--- src/logic/pwc_pkg.sv ---
`default_nettype none

package pwc_pkg;

	// ****************************************************************
	// Clock and timing
	// ****************************************************************
	localparam int CLK_HZ             = 10_000_000;
	localparam int PD_PULSE_MS        = 5;
	localparam int SETTLE_MS          = 20;
	localparam int BOOT_MS            = 300;
	localparam int PD_PULSE_CYCLES    = (PD_PULSE_MS * CLK_HZ + 999) / 1000;
	localparam int SETTLE_CYCLES      = (SETTLE_MS * CLK_HZ + 999) / 1000;
	localparam int BOOT_CYCLES        = (BOOT_MS * CLK_HZ) / 1000;
	localparam int TMR_W              = 22;
	localparam logic [4:0] RESET_PULSE_CYCLES = 5'h10;

	// ****************************************************************
	// Power states and host commands
	// ****************************************************************
	typedef enum logic [3:0] {
		ST_RESET,
		ST_SLEEP,
		ST_WAKE,
		ST_BOOT_CLK,
		ST_BOOT_RAM,
		ST_BOOT_CFG,
		ST_ACTIVE,
		ST_STANDBY,
		ST_POWERDOWN
	} pwc_state_e;

	typedef enum logic [2:0] {
		CMD_ACTIVE,
		CMD_STANDBY,
		CMD_SLEEP,
		CMD_POWERDOWN,
		CMD_RESET_PULSE,
		CMD_EXTERNAL_CLOCK_SELECT,
		CMD_PIN_SLEEP_LEVEL
	} pwc_cmd_e;

	typedef struct packed {
		logic       valid;
		pwc_cmd_e   code;
		logic [7:0] arg;
	} pwc_cmd_s;

	// ****************************************************************
	// Host register access classes
	// ****************************************************************
	typedef enum logic [1:0] {
		ACC_CHIP_ID,
		ACC_ENGINE_RESET,
		ACC_OTHER
	} pwc_target_e;

	typedef struct packed {
		logic        valid;
		logic        is_read;
		pwc_target_e target;
	} pwc_access_s;

	// ****************************************************************
	// Clock and power controls
	// ****************************************************************
	typedef struct packed {
		logic osc_en;
		logic pll_en;
		logic core_clk_en;
		logic core_power_en;
		logic engine_en;
	} pwc_clk_s;

	localparam pwc_clk_s CLK_RESET = 5'h00;

	// ****************************************************************
	// Pin groups and their modes
	// ****************************************************************
	typedef enum logic [2:0] {
		PM_NORMAL,
		PM_RETAIN,
		PM_FLOAT,
		PM_PULL_LOW,
		PM_HIGH,
		PM_LOW
	} pwc_pin_mode_e;

	localparam int PIN_GROUPS = 8;
	localparam logic [2:0] PM_LAST = 3'h5;
	localparam int ARG_GROUP_LSB = 0;
	localparam int ARG_MODE_LSB  = 3;

	// Groups: display, backlight, touch reset, gpio, flash, xp/yp, xm/ym, audio.
	localparam pwc_pin_mode_e PIN_PD_DEFAULT [PIN_GROUPS] = '{
		PM_PULL_LOW, PM_PULL_LOW, PM_PULL_LOW, PM_FLOAT,
		PM_FLOAT, PM_HIGH, PM_RETAIN, PM_RETAIN
	};
	localparam pwc_pin_mode_e PIN_RESET_MODE [PIN_GROUPS] = '{
		PM_LOW, PM_LOW, PM_LOW, PM_FLOAT,
		PM_FLOAT, PM_FLOAT, PM_FLOAT, PM_FLOAT
	};

endpackage

`default_nettype wire

--- src/logic/pwc_power_ctrl.sv ---
// What this block does
// - Resistive touch pulls the host interrupt low in standby or sleep, never in powerdown.
// - Capacitive touch: host interrupt mirrors touch controller interrupt in standby, sleep, powerdown.
// - Power-on reset produces a reset pulse to every core circuit.
// - After power-up reset the device rests in sleep until activation command.
// - Engines run only in active; activation command enters active from low power.
// - Host commands move the device into standby, sleep or powerdown.
// - Power-down pin driven low while active enters powerdown.
// - Active: oscillator, PLL and core engine clock all on.
// - Standby: oscillator and PLL run, core clock gated, registers kept.
// - Sleep: oscillator, PLL and core clock stopped, registers kept.
// - Powerdown: clocks and core power off, command interface stays alive.
// - Powerdown exit needs activation command while power-down pin is high.
// - Powerdown exit does global reset and power-up, keeping powerdown pin levels.
// - After waking from standby host access is accepted at once.
// - A 5 ms low pulse on power-down pin resets from active or standby.
// - Reset command or powerdown wake resets; after a reset command device rests in sleep, after powerdown wake it boots.
// - Activation after reset starts clocks, checks RAM, loads configuration; boot_late flags a boot longer than 300 ms.
// - Going from active to standby or sleep all pins keep their levels.
// - Powerdown pin levels are set by a dedicated host command.
// - Default pin levels at reset and in powerdown per pin group.
`timescale 1ns/1ps
`default_nettype none

module pwc_power_ctrl
	import pwc_pkg::*;
#(
	parameter logic [TMR_W-1:0] PD_PULSE_LEN = TMR_W'(PD_PULSE_CYCLES),
	parameter logic [TMR_W-1:0] SETTLE_LEN   = TMR_W'(SETTLE_CYCLES),
	parameter logic [TMR_W-1:0] BOOT_LEN     = TMR_W'(BOOT_CYCLES)
) (
	// Clock and power-on reset
	input  wire logic        clock,
	input  wire logic        rst,
	// Host command and access
	input  wire pwc_cmd_s    host_cmd,
	input  wire pwc_access_s host_access,
	output logic             access_grant,
	// Power-down pin
	input  wire logic        powerdown_pin_n,
	// Boot helpers
	output logic             ram_check_start,
	input  wire logic        ram_check_done,
	output logic             cfg_load_start,
	input  wire logic        cfg_load_done,
	output logic             boot_busy,
	output logic             boot_late,
	// Clock, power and reset controls
	output pwc_clk_s         clk_ctrl,
	output logic             ext_clk_sel,
	output logic             core_reset,
	output logic             spi_if_enable,
	output pwc_state_e       power_state,
	// Touch and host interrupt
	input  wire logic        touch_capacitive,
	input  wire logic        resistive_touched,
	input  wire logic        touch_ctrl_irq_n,
	input  wire logic        engine_irq,
	output logic             host_int_o,
	output logic             host_int_oe,
	// Pin modes
	output pwc_pin_mode_e    pin_mode [PIN_GROUPS]
);

	// ****************************************************************
	// Helpers
	// ****************************************************************
	function automatic pwc_clk_s clk_for(input pwc_state_e s);
		pwc_clk_s c;
		c = CLK_RESET;
		c.core_power_en = 1'b1;
		case (s)
			ST_ACTIVE: begin
				c.osc_en      = 1'b1;
				c.pll_en      = 1'b1;
				c.core_clk_en = 1'b1;
				c.engine_en   = 1'b1;
			end
			ST_STANDBY, ST_WAKE, ST_BOOT_CLK: begin
				c.osc_en = 1'b1;
				c.pll_en = 1'b1;
			end
			ST_BOOT_RAM, ST_BOOT_CFG: begin
				c.osc_en      = 1'b1;
				c.pll_en      = 1'b1;
				c.core_clk_en = 1'b1;
			end
			ST_POWERDOWN: begin
				c.core_power_en = 1'b0;
			end
			default: begin
				c = c;
			end
		endcase
		return c;
	endfunction

	function automatic logic in_boot(input pwc_state_e s);
		return (s == ST_BOOT_CLK) || (s == ST_BOOT_RAM) || (s == ST_BOOT_CFG);
	endfunction

	// ****************************************************************
	// State registers
	// ****************************************************************
	pwc_state_e       state_reg, state_next;
	logic [TMR_W-1:0] tmr_reg, tmr_next;
	logic [TMR_W-1:0] boot_tmr_reg, boot_tmr_next;
	logic [TMR_W-1:0] low_cnt_reg, low_cnt_next;
	logic             pin_prev_reg;
	logic             pulse_armed_reg, pulse_armed_next;
	logic             boot_needed_reg, boot_needed_next;
	logic             wake_boot_reg, wake_boot_next;
	logic             ext_clk_reg, ext_clk_next;
	logic             boot_late_reg, boot_late_next;
	pwc_clk_s         clk_reg;
	pwc_pin_mode_e    pd_mode_reg [PIN_GROUPS];
	pwc_pin_mode_e    mode_reg [PIN_GROUPS];

	// ****************************************************************
	// Decoding
	// ****************************************************************
	wire logic          pin_low     = !powerdown_pin_n;
	wire logic          pin_rise    = powerdown_pin_n && !pin_prev_reg;
	wire logic          pin_fall    = pin_low && pin_prev_reg;
	wire logic          cmd_act     = host_cmd.valid && (host_cmd.code == CMD_ACTIVE);
	wire logic          cmd_stby    = host_cmd.valid && (host_cmd.code == CMD_STANDBY);
	wire logic          cmd_sleep   = host_cmd.valid && (host_cmd.code == CMD_SLEEP);
	wire logic          cmd_pd      = host_cmd.valid && (host_cmd.code == CMD_POWERDOWN);
	wire logic          cmd_rst     = host_cmd.valid && (host_cmd.code == CMD_RESET_PULSE);
	wire logic          cmd_extclk  = host_cmd.valid && (host_cmd.code == CMD_EXTERNAL_CLOCK_SELECT);
	wire logic          cmd_pinlvl  = host_cmd.valid && (host_cmd.code == CMD_PIN_SLEEP_LEVEL);
	wire logic [2:0]    arg_group   = host_cmd.arg[ARG_GROUP_LSB +: 3];
	wire logic [2:0]    arg_mode    = host_cmd.arg[ARG_MODE_LSB +: 3];
	wire logic          arg_mode_ok = (arg_mode <= PM_LAST);
	wire logic          long_pulse  = pin_rise && pulse_armed_reg && (low_cnt_reg >= PD_PULSE_LEN);
	wire logic          st_active   = (state_reg == ST_ACTIVE);
	wire logic          st_lowpwr   = (state_reg == ST_STANDBY) || (state_reg == ST_SLEEP);
	wire logic          st_pd       = (state_reg == ST_POWERDOWN);
	wire logic          boot_read   = host_access.is_read && (host_access.target != ACC_OTHER);

	// ****************************************************************
	// Next state
	// ****************************************************************
	always_comb begin
		state_next       = state_reg;
		tmr_next         = tmr_reg + TMR_W'(1);
		boot_needed_next = boot_needed_reg;
		wake_boot_next   = wake_boot_reg;
		ext_clk_next     = ext_clk_reg;
		if ((cmd_rst || long_pulse) && (state_reg != ST_RESET)) begin
			state_next     = ST_RESET;
			wake_boot_next = 1'b0;
		end else begin
			case (state_reg)
				ST_RESET: begin
					boot_needed_next = 1'b1;
					ext_clk_next     = 1'b0;
					if (tmr_reg >= TMR_W'(RESET_PULSE_CYCLES)) begin
						state_next = wake_boot_reg ? ST_BOOT_CLK : ST_SLEEP;
						wake_boot_next = 1'b0;
					end
				end
				ST_SLEEP: begin
					if (cmd_extclk) begin
						ext_clk_next = 1'b1;
					end
					if (cmd_act) begin
						state_next = boot_needed_reg ? ST_BOOT_CLK : ST_WAKE;
					end else if (cmd_pd) begin
						state_next = ST_POWERDOWN;
					end
				end
				ST_WAKE: begin
					if (tmr_reg >= SETTLE_LEN) begin
						state_next = ST_ACTIVE;
					end
				end
				ST_BOOT_CLK: begin
					if (tmr_reg >= SETTLE_LEN) begin
						state_next = ST_BOOT_RAM;
					end
				end
				ST_BOOT_RAM: begin
					if (ram_check_done) begin
						state_next = ST_BOOT_CFG;
					end
				end
				ST_BOOT_CFG: begin
					if (cfg_load_done) begin
						state_next       = ST_ACTIVE;
						boot_needed_next = 1'b0;
					end
				end
				ST_ACTIVE: begin
					if (pin_low) begin
						state_next = ST_POWERDOWN;
					end else if (cmd_stby) begin
						state_next = ST_STANDBY;
					end else if (cmd_sleep) begin
						state_next = ST_SLEEP;
					end else if (cmd_pd) begin
						state_next = ST_POWERDOWN;
					end
				end
				ST_STANDBY: begin
					if (cmd_act) begin
						state_next = ST_ACTIVE;
					end else if (cmd_pd) begin
						state_next = ST_POWERDOWN;
					end
				end
				ST_POWERDOWN: begin
					if (cmd_act && powerdown_pin_n) begin
						state_next     = ST_RESET;
						wake_boot_next = 1'b1;
					end
				end
				default: begin
					state_next = ST_RESET;
				end
			endcase
		end
		if (state_next != state_reg) begin
			tmr_next = '0;
		end
	end

	// ****************************************************************
	// Power-down pin pulse measurement
	// ****************************************************************
	always_comb begin
		low_cnt_next     = low_cnt_reg;
		pulse_armed_next = pulse_armed_reg;
		if (pin_fall) begin
			low_cnt_next     = '0;
			pulse_armed_next = st_active || (state_reg == ST_STANDBY);
		end else if (pin_low && (low_cnt_reg < PD_PULSE_LEN)) begin
			low_cnt_next = low_cnt_reg + TMR_W'(1);
		end else if (pin_rise) begin
			pulse_armed_next = 1'b0;
		end
	end

	// ****************************************************************
	// Boot watchdog
	// ****************************************************************
	always_comb begin
		boot_tmr_next  = boot_tmr_reg;
		boot_late_next = boot_late_reg;
		if (!in_boot(state_reg)) begin
			boot_tmr_next = '0;
		end else if (boot_tmr_reg < BOOT_LEN) begin
			boot_tmr_next = boot_tmr_reg + TMR_W'(1);
		end else begin
			boot_late_next = 1'b1;
		end
		if (cmd_act && (state_reg == ST_SLEEP) && boot_needed_reg) begin
			boot_late_next = 1'b0;
		end
	end

	// ****************************************************************
	// Registers
	// ****************************************************************
	always_ff @(posedge clock or posedge rst) begin
		if (rst) begin
			state_reg       <= ST_RESET;
			tmr_reg         <= '0;
			boot_tmr_reg    <= '0;
			low_cnt_reg     <= '0;
			pin_prev_reg    <= 1'b1;
			pulse_armed_reg <= 1'b0;
			boot_needed_reg <= 1'b1;
			wake_boot_reg   <= 1'b0;
			ext_clk_reg     <= 1'b0;
			boot_late_reg   <= 1'b0;
			clk_reg         <= CLK_RESET;
		end else begin
			state_reg       <= state_next;
			tmr_reg         <= tmr_next;
			boot_tmr_reg    <= boot_tmr_next;
			low_cnt_reg     <= low_cnt_next;
			pin_prev_reg    <= powerdown_pin_n;
			pulse_armed_reg <= pulse_armed_next;
			boot_needed_reg <= boot_needed_next;
			wake_boot_reg   <= wake_boot_next;
			ext_clk_reg     <= ext_clk_next;
			boot_late_reg   <= boot_late_next;
			clk_reg         <= clk_for(state_next);
		end
	end

	// ****************************************************************
	// Pin modes per group
	// ****************************************************************
	generate
		for (genvar g = 0; g < PIN_GROUPS; g++) begin : g_pin
			wire logic    sel_g = cmd_pinlvl && arg_mode_ok && (arg_group == 3'(g));
			pwc_pin_mode_e mode_g;
			assign mode_g = (state_next == ST_RESET) ? PIN_RESET_MODE[g] :
			                (state_next == ST_POWERDOWN) ? pd_mode_reg[g] :
			                ((state_next == ST_STANDBY) || (state_next == ST_SLEEP) ||
			                 (state_next == ST_WAKE)) ? PM_RETAIN :
			                PM_NORMAL;
			always_ff @(posedge clock or posedge rst) begin
				if (rst) begin
					pd_mode_reg[g] <= PIN_PD_DEFAULT[g];
					mode_reg[g]    <= PIN_RESET_MODE[g];
				end else begin
					if (sel_g) begin
						pd_mode_reg[g] <= pwc_pin_mode_e'(arg_mode);
					end
					mode_reg[g] <= mode_g;
				end
			end
			assign pin_mode[g] = mode_reg[g];
		end
	endgenerate

	// ****************************************************************
	// Host interrupt pin, open drain
	// ****************************************************************
	wire logic cap_wake = touch_capacitive && (st_lowpwr || st_pd) && !touch_ctrl_irq_n;
	wire logic res_wake = !touch_capacitive && st_lowpwr && resistive_touched;
	wire logic eng_int  = st_active && engine_irq;

	assign host_int_o  = 1'b0;
	assign host_int_oe = cap_wake || res_wake || eng_int;

	// ****************************************************************
	// Access gating and outputs
	// ****************************************************************
	assign access_grant    = host_access.valid &&
	                         (st_active || (in_boot(state_reg) && boot_read));
	assign ram_check_start = (state_reg == ST_BOOT_RAM);
	assign cfg_load_start  = (state_reg == ST_BOOT_CFG);
	assign boot_busy       = in_boot(state_reg);
	assign boot_late       = boot_late_reg;
	assign clk_ctrl        = clk_reg;
	assign ext_clk_sel     = ext_clk_reg;
	assign core_reset      = (state_reg == ST_RESET);
	assign spi_if_enable   = 1'b1;
	assign power_state     = state_reg;

endmodule // pwc_power_ctrl

`default_nettype wire

--- config.mk ---
export PLATFORM = sky130hd
export DESIGN_NAME = pwc_power_ctrl
export DESIGN_NICKNAME = d
export VERILOG_FILES = /design/src/logic/pwc_pkg.sv /design/src/logic/pwc_power_ctrl.sv
export SDC_FILE = /design/constraint.sdc
export NUM_CORES = 1
export LEC_CHECK = 0
export ABC_AREA = 1
export BUFFER_PORTS_ARGS = -buffer_cell sky130_fd_sc_hd__buf_2
export CAP_MARGIN = 20
export CORE_MARGIN = 4
export CORE_UTILIZATION = 25
export CTS_BUF_LIST = sky130_fd_sc_hd__clkbuf_4
export CTS_CLUSTER_SIZE = 28
export DETAILED_ROUTE_END_ITERATION = 16
export GPL_ROUTABILITY_DRIVEN = 1
export SYNTH_ARGS = -nofsm -noshare
export SYNTH_HDL_FRONTEND = slang
export SYNTH_SLANG_ARGS = --single-unit
--- constraint.sdc ---
create_clock -name clock -period 14.2 [get_ports clock]
set_input_delay 4.26 -clock clock [delete_from_list [all_inputs] [get_ports clock]]
set_output_delay 4.26 -clock clock [all_outputs]
set_load 0.02 [all_outputs]
==> impl_metrics.ini <==
[power]
p_int_w = 0.000610
seqPwrFrac_pct = 42.8
clkPwrFrac_pct = 25.2
swShare_pct = 41.0
leakage_nw = 3.52
p_comb_share_pct = 32.0
p_switching_w = 0.000424
p_per_area_nw_per_um2 = 137
ir_drop_mv = 0.0838

[sta]
hold_viol = 0
timing.hold.ws_ns = 0.477
min_period_ns = 9.37
timing.slew.headroom_pct = 42.0
period_share_pct = 66.0
tightestPinTransition_ns = 0.870
maxSlewViolCount = 0
fin_setup_tns_ns = 0
rsz0062_at_grt = false
fmax_ghz = 0.107
setup_viol = 0
finClkSkew_ns = 0.0198

[placement]
gp_congestion = 0.862
dp_hpwl_microns = 11700
io_buffers = 63
dp_cells = 1197
placed_cell_area_sq_um = 7220

[drt]
post_drt_wl_per_cell_microns = 13.1
drc = 0
viasPerCell = 4.48
num_vias = 5514
drt_iter0_drc = 387
totalWireLength_microns = 16100
dr.pass1.iters = 5
drtAntennaViolNets = 0

[grt]
grt_busiest_layer = met2
grt_usage_pct = 11.5
grt_pass1_wl_microns = 27000
met2_usage_pct = 17.1
grt_pass1_vias = 5348
grtUsageMet3_pct = 4.25
grt_use_met1_pct = 15.8
gr-total-overflow = 0
grt_antenna_before_repair = 5
grt_start_max_net_pins = 68

[clock_network]
cts_buffer_depth = 2
clk_pin_slew_ns = 0.12
ctsHtreeMaxLevel = 4
cts_setup_buffers = 0
cts_buffers = 17
ctsHoldBuffers = 0
clk_latency_ns = 0.55
cts_root_buf = clkbuf_4
ctsResizeCount = 0
clock_sinks = 128
cts_tree = built

[die]
die_area_sq_um = 29100
initial_utilization_pct = 25.4
ios = 68
rows = 59
die-width_microns = 170
dieHeight_microns = 170
core-area_sq_um = 26000

[job]
max-cap-violations = 0

[setup_path]
worstPathRequired_ns = 9.94
path_buf_inv = 3
worstPathArrival_ns = 5.11
rrSetupSlack_ns = 11.45
crit_slowest_cell = o31ai_1
crit_type = input port to output pin
max_stage_delay_ns = 0.43
critPathTopFamily = compound AO/OA/AOI/OAI gates
crit_fanout = 2
cp_cell_sequence = buf_2 -> inv_1 -> o31ai_1 -> buf_2
worst_path_most_repeated_cell = buf_2
cp-start-kind = input port
crit_path_end_kind = output pin

[logic_synthesis]
synth_fp_nets = 850
synth-compound-area-share_pct = 8.42
yosysUniqueCellTypes = 45
syn_inst = 817
synth_xor_area_share_pct = 3.72
synth_adder_area_share_pct = 1.52
ys.flop_type = dfrtp_1
syn_avg_cell_area_sq_um = 8.08
synth_edf_count = 0
muxShareOfSynthArea_pct = 0
seq_area_frac_synth_pct = 49.0
ys_warn_count = 0
ys_seq_elements = 128
synth_area_sq_um = 6600
async_flop_share_pct = 100
synth-simple-area-share_pct = 29.3
synth_top_family_by_area = simple AND/OR/NAND/NOR gates

[finish]
nFillCells = 2828
drive_gt1_share_pct = 19.0
syn2layout_area_growth_pct = 14.0
final_area_sq_um = 7520
fin_nets = 914
regArea_sq_um = 3230
instances_no_fill = 1232
multi_input_area_sq_um = 2840

[outcome]
status = finished clean

[worst_hold_path]
hp-class = flop to flop
==> Yosys cell counts (3+ instances only) <==
cell,number,share of area [%]
a21oi_1,19,1.4
o21ai_0,49,3.7
buf_6,4,0.68
a31oi_1,4,0.38
nand4_1,21,2.0
nand2_1,183,10
clkbuf_1,5,0.28
inv_2,7,0.40
buf_1,3,0.17
nor2_2,23,2.2
xor2_1,22,2.9
buf_4,4,0.46
nand2_2,8,0.76
xnor2_1,6,0.80
nor2_1,93,5.3
nand3_2,3,0.46
nor3_1,17,1.3
inv_1,97,5.5
o31ai_1,10,1.1
nor4_1,8,0.76
nand3_1,65,4.9
ha_1,8,1.5
dfrtp_1,104,39
buf_2,3,0.23
dfstp_2,24,9.6
==> metal layers <==
layer  up-vias  share of wire (%)
met3        16                7.4
met2       114                 44
met5         -               0.13
met4         4               0.88
li1       2763                  -
met1      2617                 48
==> layout by cell type, fill, tap and decap left out, drive strengths merged, types with 8 or more instances in the layout <==
cell    synthesis  routed
o31ai          10      10
nor3           18      18
nor4            8       8
nand3          69      69
nor2          117     117
clkbuf          5      18
o21ai          51      51
xor2           22      22
dfstp          24      24
dfrtp         104     104
nand4          21      21
nand2         193     193
a21oi          19      19
buf            14      64
inv           106     109
ha              8       8
==> tightest hold or removal path: stages (launching register included) <==
cell     delay [ns]
dfstp_2        0.39
nand2_1        0.05
nand2_1        0.05
==> power groups by stage <==
stage          Sequential, W  Combinational [W]  Clock (W)
6_report            0.000443           0.000331   0.000260
5_1_grt             0.000449           0.000379   0.000285
4_1_cts             0.000444           0.000339   0.000270
3_5_place_dp        0.000450           0.000338          0
3_3_place_gp        0.000450           0.000335          0
2_1_floorplan       0.000462           0.000264          0
==> cell type report <==
| class | instances | share of cell area [%] |
|---|---|---|
| Antenna cell | 3 | 0.0998 |
| Clock buffer | 18 | 1.80 |
| Clock inverter | 14 | 2.11 |
| Inverter | 106 | 5.39 |
| Multi-Input combinational cell | 564 | 37.8 |
| Sequential cell | 128 | 43.0 |
| Tap cell | 335 | 5.57 |
| Timing Repair Buffer | 64 | 4.29 |
==> stage by stage <==
step	util (%)	power, W	setup WS, ns
finish	29.0	0.00103	4.83
global route	29.0	0.00111	4.81
CTS	28.9	0.00105	4.79
detailed placement	27.8	0.000788	4.79
global placement	27.8	0.000785	4.81
floorplan	-	0.000726	5.07
==> path summary, 6_finish.rpt <==
path	start	to	cells after the start
max reg2reg	power_state[3]	tmr_reg[0]	13
max	touch_capacitive	host_int_oe	4
min reg2reg	pd_mode_reg[13]	pin_mode[13]	2
min	pd_mode_reg[13]	pin_mode[13]	2
max in group asynchronous	rst	boot_tmr_reg[2]	3
min in group asynchronous	rst	clk_ctrl[2]	2
==> kinds of logic (layout without fill, tap and decap cells) <==
family                   Yosys count  in the layout
XOR/XNOR                          28             28
other                              2              5
AO/OA/AOI/OAI                     97             97
buffers and inverters            125            202
adder cells (fa/ha/maj)            8              8
AND/OR/NAND/NOR                  429            429
flip-flops                       128            128
Power figures use the tool's default switching activity.
